## config.mk

```make
export PLATFORM = sky130hd
export DESIGN_NAME = octal_dac_serial_loader
export DESIGN_NICKNAME = d
export VERILOG_FILES = /design/src/rtl/octal_dac_serial_loader.v /design/src/rtl/pin_sync.v /design/src/rtl/serial_shifter.v
export VERILOG_INCLUDE_DIRS = /design/src /design/src/rtl
export SDC_FILE = /design/constraint.sdc
export NUM_CORES = 1
export LEC_CHECK = 0
export BUFFER_PORTS_ARGS = -buffer_cell sky130_fd_sc_hd__buf_4
export CORE_MARGIN = 8
export CORE_UTILIZATION = 30
export DETAILED_ROUTE_END_ITERATION = 16
export GPL_ROUTABILITY_DRIVEN = 0
export PLACE_DENSITY = 0.47
export SLEW_MARGIN = 20
export SYNTH_ARGS = -nofsm -noshare
export SYNTH_HDL_FRONTEND = slang
export SYNTH_SLANG_ARGS = --single-unit
```

## constraint.sdc

```tcl
create_clock -name pclk -period 4.75 [get_ports pclk]
set_input_delay 0.475 -clock pclk [delete_from_list [all_inputs] [get_ports pclk]]
set_output_delay 0.475 -clock pclk [all_outputs]
set_load 0.03 [all_outputs]
```

## src/rtl/octal_dac_regs.vh

```
// constants shared by the serial loader files: field layout, offsets, resets
`ifndef OCTAL_DAC_REGS_VH
`define OCTAL_DAC_REGS_VH

// serial command word layout: select bits, range bit, code bits (msb first)
`define WORD_BITS        12
`define WORD_MSB         11
`define CODE_BITS        8
`define CODE_MSB         7
`define CODE_LSB         0
`define RANGE_POS        8
`define SEL_MSB          11
`define SEL_LSB          9
`define SEL_BITS         3
`define NUM_CHAN         8
`define CHAN_BITS        9

// bit counter width and saturation value
`define CNT_BITS         4
`define CNT_MAX          4'h0f

// pin synchroniser bundle: ser_clk, ser_data, word latch, update strobe
`define PIN_BITS         4
`define PIN_CLK          0
`define PIN_DATA         1
`define PIN_LATCH        2
`define PIN_UPD          3

// apb register offsets (byte addresses)
`define ADDR_BITS        12
`define OFF_CTRL         12'h0000
`define OFF_STATUS       12'h0004
`define OFF_LAST_WORD    12'h0008
`define OFF_OUT_BASE     12'h0020
`define OFF_HOLD_BASE    12'h0040
`define OFF_BASE_MASK    12'h0fe0
`define IDX_MSB          4
`define IDX_LSB          2

// control register fields
`define CTRL_HOLD_POS    0
`define CTRL_UPD_POS     1

// status register fields
`define STAT_CNT_MSB     3
`define STAT_UPD_POS     4
`define STAT_LATCH_POS   5
`define STAT_PEND_POS    6

// reset values
`define CODE_RST         8'h00
`define RANGE_RST        1'b0
`define WORD_RST         12'h000
`define CNT_RST          4'h0
`define PIN_RST          4'h0
`define DATA_RST         32'h0000_0000

`endif

```

## src/rtl/octal_dac_serial_loader.v

```verilog
// serial command loader with double-buffered codes for eight converters
//
// What this block does
// - shift data on serial clock fall, latch high
// - command word is twelve bits long
// - bits arrive most significant first
// - latch strobe fall copies word to holding
// - update and software hold low: selected output follows immediately
// - update high freezes outputs until its fall
// - update pulse moves all holding latches together
// - select bits index channels zero to seven
// - range bit stored per channel with code
// - reset clears every channel code to zero
// - each channel presents unsigned code and range
//
// The APB interface to the registers and the register offsets are this design's own decisions.
`timescale 1ns/10ps
`include "octal_dac_regs.vh"
module octal_dac_serial_loader (
	// clock and reset
	input  wire                          pclk,
	input  wire                          presetn,
	// apb slave
	input  wire                          psel,
	input  wire                          penable,
	input  wire                          pwrite,
	input  wire [`ADDR_BITS-1:0]         paddr,
	input  wire [31:0]                   pwdata,
	output wire                          pready,
	output reg  [31:0]                   prdata,
	output reg                           pslverr,
	// three-wire serial pins plus the update strobe, all asynchronous
	input  wire                          ser_clk,
	input  wire                          ser_data,
	input  wire                          word_latch_strobe,
	input  wire                          dac_update_strobe,
	// per-channel code and range for the converters, channel 0 in low bits
	output wire [`NUM_CHAN*`CODE_BITS-1:0] dac_code,
	output wire [`NUM_CHAN-1:0]          dac_range
);

	// synchronised pins
	wire [`PIN_BITS-1:0] pin_s;       // second-stage copies
	reg  [`PIN_BITS-1:0] pin_prev_q;  // one cycle older, for edges

	// serial register outputs
	wire [`WORD_MSB:0]   word;        // last twelve bits shifted in
	wire [`CNT_BITS-1:0] bit_cnt;     // bits since last latch

	// detected events
	wire clk_fall;      // serial clock high to low
	wire latch_fall;    // word latch strobe high to low
	wire upd_fall;      // update strobe high to low
	wire shift_en;      // take a bit this cycle
	wire shift_bit;     // the bit to take
	wire upd_level;     // effective update strobe level
	wire xfer_all;      // move every holding latch to its output
	wire sw_xfer;       // software transfer, allowed only with the pin low

	// decoded word fields
	wire [`SEL_BITS-1:0]  word_sel;
	wire [`CODE_BITS-1:0] word_code;
	wire                  word_range;

	// double-buffer storage, one entry per channel
	reg  [`CODE_BITS-1:0] hold_code_q  [0:`NUM_CHAN-1];
	reg                   hold_range_q [0:`NUM_CHAN-1];
	reg  [`CODE_BITS-1:0] out_code_q   [0:`NUM_CHAN-1];
	reg                   out_range_q  [0:`NUM_CHAN-1];

	// software view
	reg                   sw_hold_q;   // blocks immediate loads like update high; a software transfer pulse still moves outputs
	reg                   sw_upd_q;    // one-cycle software transfer pulse
	reg                   pending_q;   // holding latches newer than outputs
	reg  [`WORD_MSB:0]    last_word_q; // word captured at the last latch

	// apb decode helpers
	wire                  apb_setup;
	wire                  apb_write;
	wire [`ADDR_BITS-1:0] base_addr;
	wire [`SEL_BITS-1:0]  reg_idx;
	reg  [31:0]           rdata_d;
	reg                   err_d;

	// pin synchroniser: all four pins go through the same two stages so
	// their relative timing is kept
	pin_sync #(
		.WIDTH   (`PIN_BITS)
	) u_pin_sync (
		.pclk    (pclk),
		.presetn (presetn),
		.pin_in  ({dac_update_strobe, word_latch_strobe, ser_data, ser_clk}),
		.pin_out (pin_s)
	);

	// delayed copy of the synchronised pins for edge detection; it clears
	// low like the synchroniser, and since the serial clock and the latch
	// strobe idle high, release shows a rise there, never a fall, so no
	// false shift or latch follows reset
	always @(posedge pclk or negedge presetn)
	begin
		if (!presetn)
			pin_prev_q <= `PIN_RST;
		else
			pin_prev_q <= pin_s;
	end

	// edge detection reads only second-stage and delayed values
	assign clk_fall   = pin_prev_q[`PIN_CLK]   & ~pin_s[`PIN_CLK];
	assign latch_fall = pin_prev_q[`PIN_LATCH] & ~pin_s[`PIN_LATCH];
	assign upd_fall   = pin_prev_q[`PIN_UPD]   & ~pin_s[`PIN_UPD];

	// shift while latched
	// the data bit is taken from the delayed copy, i.e. sampled while the
	// serial clock was still high; the host only holds data a short time
	// after the falling edge, so the older sample is the safe one
	// a fall with the latch strobe low is dropped, so stray clocks between
	// words leave the serial register alone
	assign shift_en  = clk_fall & pin_prev_q[`PIN_LATCH];
	assign shift_bit = pin_prev_q[`PIN_DATA];

	// burst count is free
	// the shifter has no framing: any number of clocks may arrive before
	// the latch, two bursts of eight included
	serial_shifter u_shifter (
		.pclk     (pclk),
		.presetn  (presetn),
		.shift_en (shift_en),
		.bit_in   (shift_bit),
		.cnt_clr  (latch_fall),
		.word     (word),
		.bit_cnt  (bit_cnt)
	);

	// last twelve bits used
	// select in the top three bits, then range, then code
	assign word_sel   = word[`SEL_MSB:`SEL_LSB];
	assign word_range = word[`RANGE_POS];
	assign word_code  = word[`CODE_MSB:`CODE_LSB];

	// update level freezes
	// the software hold blocks immediate loads like the pin held high, but unlike the pin it does not drop a software transfer pulse
	assign upd_level = pin_s[`PIN_UPD] | sw_hold_q;

	// simultaneous transfer
	// a falling update pin or a software pulse moves every channel; the
	// software pulse is dropped while the update pin is high, because a
	// high pin must freeze every output whatever software asks for
	assign sw_xfer  = sw_upd_q & ~pin_s[`PIN_UPD];
	assign xfer_all = upd_fall | sw_xfer;

	// per-channel double buffer
	// the holding stage is written whatever the update level: that is what
	// lets the host stage all eight channels and move them in one go
	genvar ch;
	generate
		for (ch = 0; ch < `NUM_CHAN; ch = ch + 1)
		begin : g_chan
			wire sel_hit;
			wire hold_load;
			wire [`CODE_BITS-1:0] hold_code_d;
			wire                  hold_range_d;

			assign sel_hit   = (word_sel == ch);
			assign hold_load = latch_fall & sel_hit;

			// next holding values, so a transfer in the same cycle as a
			// latch carries the freshly latched word
			assign hold_code_d  = hold_load ? word_code  : hold_code_q[ch];
			assign hold_range_d = hold_load ? word_range : hold_range_q[ch];

			// holding latch
			// range kept per channel
			always @(posedge pclk or negedge presetn)
			begin
				if (!presetn)
				begin
					hold_code_q[ch]  <= `CODE_RST;
					hold_range_q[ch] <= `RANGE_RST;
				end
				else
				begin
					hold_code_q[ch]  <= hold_code_d;
					hold_range_q[ch] <= hold_range_d;
				end
			end

			// output latch
			always @(posedge pclk or negedge presetn)
			begin
				if (!presetn)
				begin
					out_code_q[ch]  <= `CODE_RST;
					out_range_q[ch] <= `RANGE_RST;
				end
				else if (xfer_all)
				begin
					out_code_q[ch]  <= hold_code_d;
					out_range_q[ch] <= hold_range_d;
				end
				else if (hold_load && !upd_level)
				begin
					out_code_q[ch]  <= word_code;
					out_range_q[ch] <= word_range;
				end
			end

			// unsigned code presented
			// the converter scales code/256 by one plus the range bit
			assign dac_code[ch*`CODE_BITS +: `CODE_BITS] = out_code_q[ch];
			assign dac_range[ch]                         = out_range_q[ch];
		end
	endgenerate

	// pending flag: set by a latch that did not reach its output, cleared
	// by a transfer; a latch in the same cycle as a transfer is carried by
	// that transfer, so clearing then loses nothing
	// software reads this to know whether a transfer is still owed
	always @(posedge pclk or negedge presetn)
	begin
		if (!presetn)
			pending_q <= 1'b0;
		else if (xfer_all)
			pending_q <= 1'b0;
		else if (latch_fall && upd_level)
			pending_q <= 1'b1;
	end

	// last latched word for software inspection
	// handy when the host is suspected of sending too few or too many clocks
	always @(posedge pclk or negedge presetn)
	begin
		if (!presetn)
			last_word_q <= `WORD_RST;
		else if (latch_fall)
			last_word_q <= word;
	end

	// apb: zero wait states, read data prepared in the setup cycle
	// the registers are flops behind a small mux, so no wait state is needed;
	// a slower register file would need pready from a counter instead
	assign pready    = 1'b1;
	assign apb_setup = psel & ~penable;
	assign apb_write = psel & penable & pwrite;
	assign base_addr = paddr & `OFF_BASE_MASK;
	assign reg_idx   = paddr[`IDX_MSB:`IDX_LSB];

	// control register: hold level and self-clearing transfer pulse
	// hold only blocks immediate loads; the pulse still moves all channels
	always @(posedge pclk or negedge presetn)
	begin
		if (!presetn)
		begin
			sw_hold_q <= 1'b0;
			sw_upd_q  <= 1'b0;
		end
		else if (apb_write && (paddr == `OFF_CTRL))
		begin
			sw_hold_q <= pwdata[`CTRL_HOLD_POS];
			sw_upd_q  <= pwdata[`CTRL_UPD_POS];
		end
		else
		begin
			// the pulse lasts one cycle whatever software wrote
			sw_upd_q  <= 1'b0;
		end
	end

	// read mux and unmapped-address detection
	always @*
	begin
		rdata_d = `DATA_RST;
		err_d   = 1'b0;
		if (paddr[`IDX_LSB-1:0] != {`IDX_LSB{1'b0}})
		begin
			// misaligned access is refused; every register is one aligned
			// word, so a byte or half-word address has no meaning here
			err_d = 1'b1;
		end
		else if (paddr == `OFF_CTRL)
		begin
			rdata_d[`CTRL_HOLD_POS] = sw_hold_q;
		end
		else if (paddr == `OFF_STATUS)
		begin
			if (pwrite)
				err_d = 1'b1;
			rdata_d[`STAT_CNT_MSB:0] = bit_cnt;
			rdata_d[`STAT_UPD_POS]   = pin_s[`PIN_UPD];
			rdata_d[`STAT_LATCH_POS] = pin_s[`PIN_LATCH];
			rdata_d[`STAT_PEND_POS]  = pending_q;
		end
		else if (paddr == `OFF_LAST_WORD)
		begin
			if (pwrite)
				err_d = 1'b1;
			rdata_d[`WORD_MSB:0] = last_word_q;
		end
		else if (base_addr == `OFF_OUT_BASE)
		begin
			if (pwrite)
				err_d = 1'b1;
			rdata_d[`CODE_MSB:0]  = out_code_q[reg_idx];
			rdata_d[`RANGE_POS]   = out_range_q[reg_idx];
		end
		else if (base_addr == `OFF_HOLD_BASE)
		begin
			if (pwrite)
				err_d = 1'b1;
			rdata_d[`CODE_MSB:0]  = hold_code_q[reg_idx];
			rdata_d[`RANGE_POS]   = hold_range_q[reg_idx];
		end
		else
		begin
			// unmapped: zero data and an error answer
			err_d = 1'b1;
		end
	end

	// read data and error registered in the setup cycle, stable in access
	// a write loads zero so prdata never echoes register contents on writes
	always @(posedge pclk or negedge presetn)
	begin
		if (!presetn)
		begin
			prdata  <= `DATA_RST;
			pslverr <= 1'b0;
		end
		else if (apb_setup)
		begin
			prdata  <= pwrite ? `DATA_RST : rdata_d;
			pslverr <= err_d;
		end
	end

endmodule

```

## src/rtl/pin_sync.v

```verilog
// two-flop synchroniser for a bundle of asynchronous input pins
`timescale 1ns/10ps
`include "octal_dac_regs.vh"
module pin_sync #(
	parameter WIDTH = `PIN_BITS
)(
	// clock and reset
	input  wire             pclk,
	input  wire             presetn,
	// raw pins and synchronised copy
	input  wire [WIDTH-1:0] pin_in,
	output wire [WIDTH-1:0] pin_out
);

	reg [WIDTH-1:0] meta_q;  // first stage, read only by the second
	reg [WIDTH-1:0] sync_q;  // second stage, safe for logic

	// both stages clear to zero; pins are trusted only after two edges
	always @(posedge pclk or negedge presetn)
	begin
		if (!presetn)
		begin
			meta_q <= {WIDTH{1'b0}};
			sync_q <= {WIDTH{1'b0}};
		end
		else
		begin
			meta_q <= pin_in;
			sync_q <= meta_q;
		end
	end

	assign pin_out = sync_q;

endmodule

```

## src/rtl/serial_shifter.v

```verilog
// 12-bit msb-first serial input register with a saturating bit counter
`timescale 1ns/10ps
`include "octal_dac_regs.vh"
module serial_shifter (
	// clock and reset
	input  wire                  pclk,
	input  wire                  presetn,
	// shift request and new bit
	input  wire                  shift_en,
	input  wire                  bit_in,
	// counter restart after a word latch
	input  wire                  cnt_clr,
	// assembled word and bits seen
	output wire [`WORD_MSB:0]    word,
	output wire [`CNT_BITS-1:0]  bit_cnt
);

	reg [`WORD_MSB:0]   word_q;  // serial input register
	reg [`CNT_BITS-1:0] cnt_q;   // bits since last latch

	// shift left so the first bit ends up in the top position; older bits
	// fall off the top, so only the last twelve count
	always @(posedge pclk or negedge presetn)
	begin
		if (!presetn)
			word_q <= `WORD_RST;
		else if (shift_en)
			word_q <= {word_q[`WORD_MSB-1:0], bit_in};
	end

	// counter saturates so long bursts still read as "more than enough"
	always @(posedge pclk or negedge presetn)
	begin
		if (!presetn)
			cnt_q <= `CNT_RST;
		else if (shift_en)
		begin
			// a bit and a clear in one cycle: the bit wins and is counted
			if (cnt_q != `CNT_MAX)
				cnt_q <= cnt_q + 1'b1;
		end
		else if (cnt_clr)
			cnt_q <= `CNT_RST;
	end

	assign word    = word_q;
	assign bit_cnt = cnt_q;

endmodule

```

# Yosys cells after proc, flatten, opt, wreduce, memory -nomap -nowiden
# Cells that the tools add are included.
dict set report word_totals {
  register_bits 220
  elab_cells 189
  out_inout_bits 106
}
dict set report classes {
  eq_ne 13
  bitwise_logic 23
  order_cmp 1
  n_addsub 1
  muxes 83
  reduce_logical 25
}
# cell count
set op_table {}
lappend op_table {{$mux 8} 28}
lappend op_table {{$bmux 8 s3} 2}
lappend op_table {{$mux 1} 39}
lappend op_table {{$mux 9} 3}
lappend op_table {{$mux 12} 2}
lappend op_table {{$reduce_bool 2->1} 11}
lappend op_table {{$and 1x1->1} 16}
lappend op_table {{$eq 12x3->1 const B} 1}
lappend op_table {{$eq 12x4->1 const B} 1}
lappend op_table {{$eq 3x3->1 const B} 4}
lappend op_table {{$logic_not 12->1} 1}
lappend op_table {{$mux 4} 3}
lappend op_table {{$mux 11} 1}
lappend op_table {{$logic_and 1x1->1} 10}
lappend op_table {{$eq 7x1->1 const B} 1}
lappend op_table {{$eq 7x2->1 const B} 1}
lappend op_table {{$mux 7} 1}
lappend op_table {{$bmux 1 s3} 2}
lappend op_table {{$eq 3x2->1 const B} 2}
lappend op_table {{$mux 5} 1}
lappend op_table {{$add 4x1->4 const B} 1}
lappend op_table {{$ge 4x4->1 const B} 1}
lappend op_table {{$ne 4x4->1 const B} 1}
lappend op_table {{$not 1->1} 4}
lappend op_table {{8 further kinds} 9}

# Longest topological paths before layout
# Gate-level depths: netlist (run 1).
dict set report logic_depth {
  word_depth 11
  mapped_depth 7
}

# Modules after synthesis
# From an unflattened synthesis (run 1), not the netlist that was laid out.
dict set report unflattened {
  cells_unflattened 831
  hier_area_um2 9391.5
}
# mod n_inst area_per_inst_um2 cells_each
set by_module_without_submodules {}
lappend by_module_without_submodules {octal_dac_serial_loader 1 8516.9 772}
lappend by_module_without_submodules {serial_shifter 1 674.4 51}
lappend by_module_without_submodules {pin_sync 1 200.2 8}

# Worst setup path after synthesis (run 1)
# No wires, ideal clock.
dict set report synth_timing {
  kind {in2reg}
  from {input paddr[2]}
  to {register prdata[6]}
  n_path_buf 1
  path_slack_ns 2.721
  cell_stages 6
  setup_time_ns 0.134
  t_arrival_ns 1.896
  cell_sequence {buf_2 mux4_2 mux2i_1 nor2_1 a2111oi_0 o21ai_1}
}
dict set report synth_via {
  elab_chain_len 11
  word_cells_on_any_way 17
}
# element line_no
set synth_rtl {}
lappend synth_rtl {{from (decl)} octal_dac_serial_loader.v:27} ;# input wire [`ADDR_BITS-1:0] paddr,
lappend synth_rtl {{$not 3->4 (not written as such)} {octal_dac_serial_loader.v:303, octal_dac_serial_loader.v:310}}
lappend synth_rtl {{$bmux 8 s3} octal_dac_serial_loader.v:310} ;# rdata_d[`CODE_MSB:0] = hold_code_q[reg_idx];
lappend synth_rtl {{$mux 8 (not written as such) (2 in series)} octal_dac_serial_loader.v:310}
lappend synth_rtl {{$mux 9} octal_dac_serial_loader.v:306} ;# else if (base_addr == `OFF_HOLD_BASE)
lappend synth_rtl {{$mux 9} octal_dac_serial_loader.v:299} ;# else if (base_addr == `OFF_OUT_BASE)
lappend synth_rtl {{$mux 9} octal_dac_serial_loader.v:293} ;# else if (paddr == `OFF_LAST_WORD)
lappend synth_rtl {{$mux 7} octal_dac_serial_loader.v:284} ;# else if (paddr == `OFF_STATUS)
lappend synth_rtl {{$mux 11 *} octal_dac_serial_loader.v:280} ;# else if (paddr == `OFF_CTRL)
lappend synth_rtl {{$mux 12 *} octal_dac_serial_loader.v:274} ;# if (paddr[`IDX_LSB-1:0] != {`IDX_LSB{1'b0}})
lappend synth_rtl {{$mux 12 *} octal_dac_serial_loader.v:331} ;# prdata <= pwrite ? `DATA_RST : rdata_d;
lappend synth_rtl {{to (signal assigned)} octal_dac_serial_loader.v:326} ;# prdata <= `DATA_RST;
lappend synth_rtl {{to (signal assigned)} octal_dac_serial_loader.v:331}
lappend synth_rtl {{to (decl)} octal_dac_serial_loader.v:30} ;# output reg [31:0] prdata,
# Mark *: on every way between the ends. The rest lies on a longest branch, timed or not. The select of a mux whose other input is x is not followed.
# A chain may end at the register's enable or synchronous reset.

# Worst setup path after layout (run 1)
dict set report layout_timing {
  from {register u_pin_sync.sync_q[2] (netlist: u_pin_sync.pin_out[2])}
  to {register out_code_q (netlist bit dac_code[37])}
}
dict set report layout_via {
  elab_chain_len 5
  word_cells_on_any_way 7
}
# element line_no
set layout_rtl {}
lappend layout_rtl {{from (decl)} pin_sync.v:16} ;# reg [WIDTH-1:0] sync_q;
lappend layout_rtl {{from (signal assigned)} pin_sync.v:24} ;# sync_q <= {WIDTH{1'b0}};
lappend layout_rtl {{from (signal assigned)} pin_sync.v:29} ;# sync_q <= meta_q;
lappend layout_rtl {{$not 1->1 *} octal_dac_serial_loader.v:110} ;# assign latch_fall = pin_prev_q[`PIN_LATCH] & ~pin_s[`PIN_LATCH];
lappend layout_rtl {{$and 1x1->1 *} octal_dac_serial_loader.v:110}
lappend layout_rtl {{$and 1x1->1 *} octal_dac_serial_loader.v:165} ;# assign hold_load = latch_fall & sel_hit;
lappend layout_rtl {{$mux 8 / $logic_and 1x1->1 (equally long branches)} {octal_dac_serial_loader.v:169, octal_dac_serial_loader.v:201}}
lappend layout_rtl {{$mux 8 / $reduce_bool 2->1 (equally long branches)} --}
lappend layout_rtl {{to (signal, indexed assignment)} octal_dac_serial_loader.v:193} ;# out_code_q[ch] <= `CODE_RST;
lappend layout_rtl {{to (signal, indexed assignment)} octal_dac_serial_loader.v:198} ;# out_code_q[ch] <= hold_code_d;
lappend layout_rtl {{to (signal, indexed assignment)} octal_dac_serial_loader.v:203} ;# out_code_q[ch] <= word_code;
lappend layout_rtl {{to (decl)} octal_dac_serial_loader.v:68} ;# reg [`CODE_BITS-1:0] out_code_q [0:`NUM_CHAN-1];
# Mark *: on every way between the ends. The rest lies on a longest branch, timed or not.

==> metrics.md, run 1 <==
| Metric | Value |
|---|---|
| Via count | 6802 |
| Setup TNS | 0 ps |
| Slowest cell on crit path | o21ai_1 |
| Number of buffers created by CTS | 17 |
| Vias in the first global route | ~7.2k |
| R2R Path Start | u_pin_sync.pin_out[2] |
| Worst Setup End Kind | register |
| Synth Area in Compound Gates | a little over 10% |
| Yosys reg bits | 200 |
| Clk_skew | 9.801 ps |
| CP Depth | 5 |
| Diodes inserted | 0 |
| Achievable Freq | roughly 340 MHz |
| Initial DRC Count | roughly 610 |
| Worst relative slew slack | ~25% |
| Initial Utilization | 30.49% |
| Reg-to-reg slack, setup | around 1800 ps |
| Clock sink count | 200 |
| Syn Inst Count | ~830 |
| Top-count cell post-synth | dfrtp_1 |
| Largest net degree at the start of global routing | around 120 |
| RSZ-0062 raised after global routing | false |
| Share of layout cells above drive strength 1 | a little under 30% |
| Post-CTS Setup Bufs | 0 |
| CTS H-tree depth | 4 |
| Max Cap Viol | 0 |
| Status | finished, final reports clean |
| Mux cell area share after synthesis | 19.65% |
| Total I/O pin count | roughly 160 |
| Area grow syn2layout | 19.28% |
| Filler cells | between 3k and 4k |
| XOR/XNOR Fraction of Synth Area | less than 1% |
| Die Ht | between 150 and 200 um |
| Most used cell, CP | nor2_1 |
| Peak VDD IR | approximately 0.00025 V |
| Residual DRC | 0 |
| Worst slew pin tran | 1123 ps |
| Buf/Inv on CP | 0 |
| Synth cell count leaders | dfrtp_1 (200), nor2_1 (111), nand2_1 (85) |
| Vias/cell | 5.137 |
| Post-CTS Resized | 0 |
| CTS root buffer | clkbuf_16 |
| Initial antenna violation count | 0 |
| Cell Chain, Critical Path | nand2b_1, or3_1, o21ai_1, nor2_1, nor2_1 |
| Hold crit path type | input pin to register |
| Synth unique cells | 51 |
| Post-synthesis sequential area ratio | between 50% and 60% |
| Final period util | approximately 62% |
| Synth area leader | dfrtp_1 |
| Yosys warns | 0 |
| Synth area leaders | dfrtp_1 (54%), mux2_2 (9.3%), mux4_2 (8.7%) |
| 1st-pass router iterations | 4 |
| Leakage Power | between 5 and 6 nW |
| Startpoint types | register |
| Clk_lat worst skew | around 440 ps |
| Final setup viols | 0 |
| Tot GR Track Use | between 10% and 20% |
| Post-synth ARST share | 100.0% |
| Post-synth top area share | a little over half |
| Mapped Avg Cell Area | 11.29 sq um |
| Hold Fails Final Rpt | 0 |
| Simple-gate portion of the synthesized area | 11.11% |
| First-pass GRT wire length | 45260 um |
| Pins Over Slew Limit | 0 |
| Non-Filler Instances | ~1.3k |
| Worst path required time | ~5100 ps |
| CP arrival | ~3300 ps |
| Final min period | ~3000 ps |
| Routed WL per cell | approximately 23 um |
| Post-detail-place hpwl | roughly 21000 um |
| TritonCTS clock tree | yes |
| Crit Path Max Fanout | 15 |
| Overflow after GRT | 0 |
| Adder-cell share of the synthesized area | less than 1% |
| Row count | 64 |
| Total die area | approximately 37000 sq um |
| Hold buffers post-CTS | 0 |
| Main combinational cell family by area after synthesis | multiplexers |
| Die X-Extent | between 150 and 200 um |
| Core Area | about 31000 sq um |
| Critical Path Sink | dac_code[37] |
| Port Buf Inserts | around 110 |
| Worst Reg-to-Reg Cells | 5 |
| Routed wire length | 30090 um |
| Crit path launch | u_pin_sync.pin_out[2] |
| Cells after DPL | around 1.3k |
| Reg2reg end | dac_code[37] |
| Number of synthesized flops with an enable pin | 0 |
| Ys flop type | dfrtp_1 |
| Clock buffer depth | 2 |
| P per Cell Area | 428.6 nW/um^2 |
| Nets | 970 |
| Final ANT Viol Nets | 0 |
| WS Path Type | register to register |
| Post-Syn Area | about 9400 sq um |
| Crit path max-delay family | simple AND/OR/NAND/NOR gates |
| Crit-path max cell delay | between 900 and 1000 ps |
| Clock transition at path regs | about 70 ps |
## logic make-up (layout without fill, tap and decap cells)
group / after synthesis / count (layout)
AND/OR/NAND/NOR: 237 / 237
flip-flops: 200 / 200
AO/OA/AOI/OAI: 157 / 157
multiplexers: 129 / 129
buffers and inverters: 101 / 182
other: 2 / 21
adder cells (fa/ha/maj): 1 / 1
XOR/XNOR: 1 / 1
## per-layer routing
layer / global-route usage (%) / wire (um)
met1: 21.26 / 12920
met2: 27.07 / 14690
met3: 2.927 / 1616
met4: 6.463 / 859
met5: 0 / 0
## worst reg2reg max path, stage by stage (launching register included)
cell and delay (ps):
dfrtp_1 420, nand2b_1 500, or3_1 780, o21ai_1 970, nor2_1 90, nor2_1 130
## registers in the layout (all words and copies together) (netlist names)
register            count
last_word_q            12
dac_range               8
pslverr                 1
u_shifter.bit_cnt       4
u_pin_sync.pin_out      4
pin_prev_q              4
sw_hold_q               1
hold_range_q            8
hold_code_q            64
prdata                 12
dac_code               64
pending_q               1
u_shifter.word         12
u_pin_sync.meta_q       4
sw_upd_q                1
## stage by stage
stage                     area, sq um  utilization [%]  hold slack, ps  total power (W)  setup slack (ps)
after floorplan                  9423                -           179.4         0.002745              2721
after global placement          10480            34.16           335.1         0.003131              1614
after detailed placement        10480            34.17           340.4         0.003145              1648
after CTS                       11150            36.37           130.3         0.004833              1756
after global routing            11150            36.37           125.6         0.005003              1615
final                           11150            36.37           143.4         0.004781              1786
## placed cells by master (no fill, tap or decap), drive strengths merged, types with 3 or more instances in the layout
cell     count
a21oi       35
or3          5
buf        118
dfrtp      200
nor2       112
a2111oi      6
inv         34
bufinv       6
conb        21
mux4        36
nand2       85
o22ai       74
mux2        77
mux2i       16
nand2b      10
a22o         4
nor4         5
and2         3
clkbuf      22
o21ai       23
nor3         3
## worst min-delay path by stage
stage | startpoint | endpoint | slack, ps | cells past startpoint
3_3_place_gp | u_pin_sync.meta_q[2] | u_pin_sync.pin_out[2] | 340 | 0
2_1_floorplan | presetn | dac_code[0] | 180 | 0
3_5_place_dp | u_pin_sync.meta_q[3] | u_pin_sync.pin_out[3] | 340 | 0
6_report | dac_update_strobe | u_pin_sync.meta_q[3] | 140 | 1
4_1_cts | ser_data | u_pin_sync.meta_q[1] | 130 | 1
5_1_grt | word_latch_strobe | u_pin_sync.meta_q[2] | 130 | 1
## area by class of cell
| class | count | area (sq um) | area share [%] |
|---|---|---|---|
| well taps | 396 | 495.5 | 4.442 |
| clock buffers | 21 | 460.4 | 4.128 |
| inverters | 32 | 120.1 | 1.077 |
| clock inverters | 10 | 214.0 | 1.918 |
| repair buffers | 119 | 912.1 | 8.177 |
| flip-flops and latches | 200 | 5005 | 44.87 |
| multi-input cells | 546 | 3948 | 35.39 |
## report_power, final
part,internal [W],switching (W)
Sequential,0.00190,0.000311
Clock,0.00102,0.000663
Combinational,0.000377,0.000515
Total,0.00329,0.00149
(Power assumes the default switching activity.)
==> run 2: changes to the inputs <==
--- a/config.mk
+++ b/config.mk
@@ -6,12 +6,13 @@
 export SDC_FILE = /design/constraint.sdc
 export NUM_CORES = 1
 export LEC_CHECK = 0
+export ABC_AREA = 1
 export BUFFER_PORTS_ARGS = -buffer_cell sky130_fd_sc_hd__buf_4
 export CORE_MARGIN = 8
 export CORE_UTILIZATION = 30
 export DETAILED_ROUTE_END_ITERATION = 16
 export GPL_ROUTABILITY_DRIVEN = 0
-export PLACE_DENSITY = 0.47
+export PLACE_DENSITY = 0.49
 export SLEW_MARGIN = 20
 export SYNTH_ARGS = -nofsm -noshare
 export SYNTH_HDL_FRONTEND = slang
==> constraint.sdc (replaced) <==
create_clock -name pclk -period 2.48 [get_ports pclk]
set_input_delay 0.248 -clock pclk [delete_from_list [all_inputs] [get_ports pclk]]
set_output_delay 0.248 -clock pclk [all_outputs]
set_load 0.03 [all_outputs]
==> metrics.md, run 2 <==
| Metric | Value |
|---|---|
| Status | finished, final reports clean |
| Synth area leaders | dfrtp_1 (52%), nand2_1 (18%), o21ai_0 (5.6%) |
| Largest net degree at the start of global routing | 72 |
| Port Buf Inserts | 107 |
| Cell Chain, Critical Path | nand2_2, nor2_4, nand2_2, nor2_2, nor2_1, nand2_1, o211ai_1 |
| Area of the multi-input gates | 3939 sq um |
| Vias/cell | 4.851 |
| Setup ws final | ~460 ps |
| Leakage Power | between 5 and 6 nW |
| Final min period | about 2000 ps |
| GRT met1 Usage | a little under a quarter |
| RSZ-0062 raised after global routing | false |
| Worst slack, placed | between 400 and 500 ps |
| Startpoint types | register |
| Slowest cell on crit path | nor2_1 |
| Pins Over Slew Limit | 0 |
| Nets | 1390 |
| Initial DRC Count | about 650 |
| Share of layout cells above drive strength 1 | between 10% and 20% |
| Worst relative slew slack | around 47% |
| Grt peak-use layer | met2 |
| Worst slew pin tran | 796.6 ps |
| Number of buffers created by CTS | 17 |
| Setup TNS | 0 ps |
| Non-Filler Instances | around 1.8k |
| Clock transition at path regs | ~70 ps |
| Post-synthesis sequential area ratio | 52.00% |
| Achievable Freq | around 490 MHz |
| Post-detail-place hpwl | around 25000 um |
| Tot Pwr | 0.007336 W |
| Die Ht | between 150 and 200 um |
| Tot GR Track Use | between 15 and 20% |
| Max Cap Viol | 0 |
| Synth area leader | dfrtp_1 |
| Most used cell, CP | nand2_2 |
| Post-Syn Area | around 9600 sq um |
| First-pass GRT wire length | 51400 um |
| Clk_skew | around 14 ps |
| CTS H-tree depth | 4 |
| WS Path Type | register to register |
| Crit Path Max Fanout | 19 |
| Switch share | a little under 30% |
| Post-CTS Resized | 0 |
| Total die area | roughly 38000 sq um |
| Met2 Usage GRT | between 20% and 30% |
| Area grow syn2layout | 20.63% |
| Overflow after GRT | 0 |
| Clk pwr share | around two fifths |
| Final period util | between 80 and 90% |
| Final ANT Viol Nets | 0 |
| Number of synthesized flops with an enable pin | 0 |
| Row count | 65 |
| Core Area | roughly 32000 sq um |
| Vias in the first global route | around 8.5k |
| Residual DRC | 0 |
| Yosys reg bits | 200 |
| Initial Utilization | just over 30% |
| Final setup viols | 0 |
| Peak VDD IR | 0.0004356 V |
| Hold crit path type | input pin to register |
| Syn Inst Count | roughly 1.2k |
| Top-count cell post-synth | nand2_1 |
| Crit-path max cell delay | between 500 and 600 ps |
| Synth cell count leaders | nand2_1 (457), dfrtp_1 (200), o21ai_0 (107) |
| Ys flop type | dfrtp_1 |
| Filler cells | ~3.3k |
| Internal cell power | between 0.005 and 0.006 W |
| P per Cell Area | between 600 and 700 nW/um^2 |
| Clock sink count | 200 |
| Initial antenna violation count | 0 |
| CP arrival | approximately 2400 ps |
| Diodes inserted | 0 |
| 1st-pass router iterations | 5 |
| Routed wire length | 33550 um |
| Cells after DPL | 1714 |
| Net Sw Power | 0.002177 W |
| Commonest non-fill, non-tap cell in the layout | nand2_1 |
| CTS root buffer | clkbuf_16 |
| Commonest non-fill, non-tap cells in the layout | nand2_1 (457), dfrtp_1 (200), buf_4 (142), o21ai_0 (107), nand3_1 (101) |
| Mapped Avg Cell Area | slightly below 8 sq um |
| Post-synth top area share | 52.00% |
| Clock buffer depth | 2 |
| Total I/O pin count | around 160 |
| TritonCTS clock tree | yes |
| Synth unique cells | 31 |
| Yosys warns | 0 |
| Sequential Area | between 5000 and 6000 sq um |
| Reg-to-reg slack, setup | 460 ps |
| Worst path required time | 2830 ps |
| Die X-Extent | 195.1 um |
| Grt met3 use | around 3.5% |
| Clk_lat worst skew | between 400 and 500 ps |
| Routed WL per cell | about 19 um |
| Combinational Power Share | between 10% and 20% |
| Worst Setup End Kind | register |
| Post-synth ARST share | 100.0% |
| Sequential power share | between 40% and 50% |
| Hold Fails Final Rpt | 0 |
| Final hold slack | 32.47 ps |
| Via count | around 8.5k |
run 2: critical path: cells and delay by family, from the launching register on:
| family | cells | cell delay, ps |
|---|---|---|
| AOI/OAI and AO/OA | 1 | 120 |
| and+or+nand+nor | 6 | 1400 |
| DFF | 1 | 410 |
run 2: cell type report:
class                   instances  area share [%]
flip-flops and latches        200           43.11
well taps                     402           4.332
multi-input cells             864           33.93
repair buffers                152           10.42
clock inverters                12           1.218
clock buffers                  19           3.729
inverters                     101           3.265
run 2: logic make-up (layout without fill, tap and decap cells):
family / Yosys count / after routing / synth area share, %
and+or+nand+nor: 631 / 631 / 27.17
AOI/OAI and AO/OA: 211 / 211 / 12.81
DFF: 200 / 200 / 52.00
buffers and inverters: 169 / 284 / 7.813
other: 2 / 21 / 0.07803
adders and majority gates: 1 / 1 / 0.1300
run 2: power groups by stage:
stage	registers [W]	logic, W	clock network, W
finish	0.00353	0.000961	0.00285
global placement	0.00359	0.000971	0
detailed placement	0.00359	0.000973	0
global route	0.00355	0.00106	0.00305
CTS	0.00353	0.000983	0.00289
floorplan	0.00362	0.000484	0
run 2: timing repair:
item / 4_1_cts / 5_1_grt
buffers inserted: 0 / 0
hold endpoints to repair: 27 / 0
hold buffers: 5 / 0
run 2: final timing paths:
check,from,to,cells after the start
min in group asynchronous,presetn,last_word_q[10],2
hold reg to reg,u_pin_sync.meta_q[1],u_pin_sync.pin_out[1],0
max in group asynchronous,presetn,hold_range_q[2],3
setup reg to reg,pin_prev_q[2],dac_code[46],7
setup / recovery,pin_prev_q[2],dac_code[46],7
hold / removal,pwdata[1],sw_upd_q,3
run 2: per-layer routing:
layer	wire, um	vias up
li1	-	4154
met1	14910	4055
met2	16360	250
met3	1841	30
met4	436	0
met5	0	-
run 2: metrics by stage:
step                area [sq um]  utilization (%)
floorplan                   9696                -
global route               11610            36.79
global placement           10990            34.81
finish                     11610            36.79
detailed placement         10990            34.81
CTS                        11610            36.79
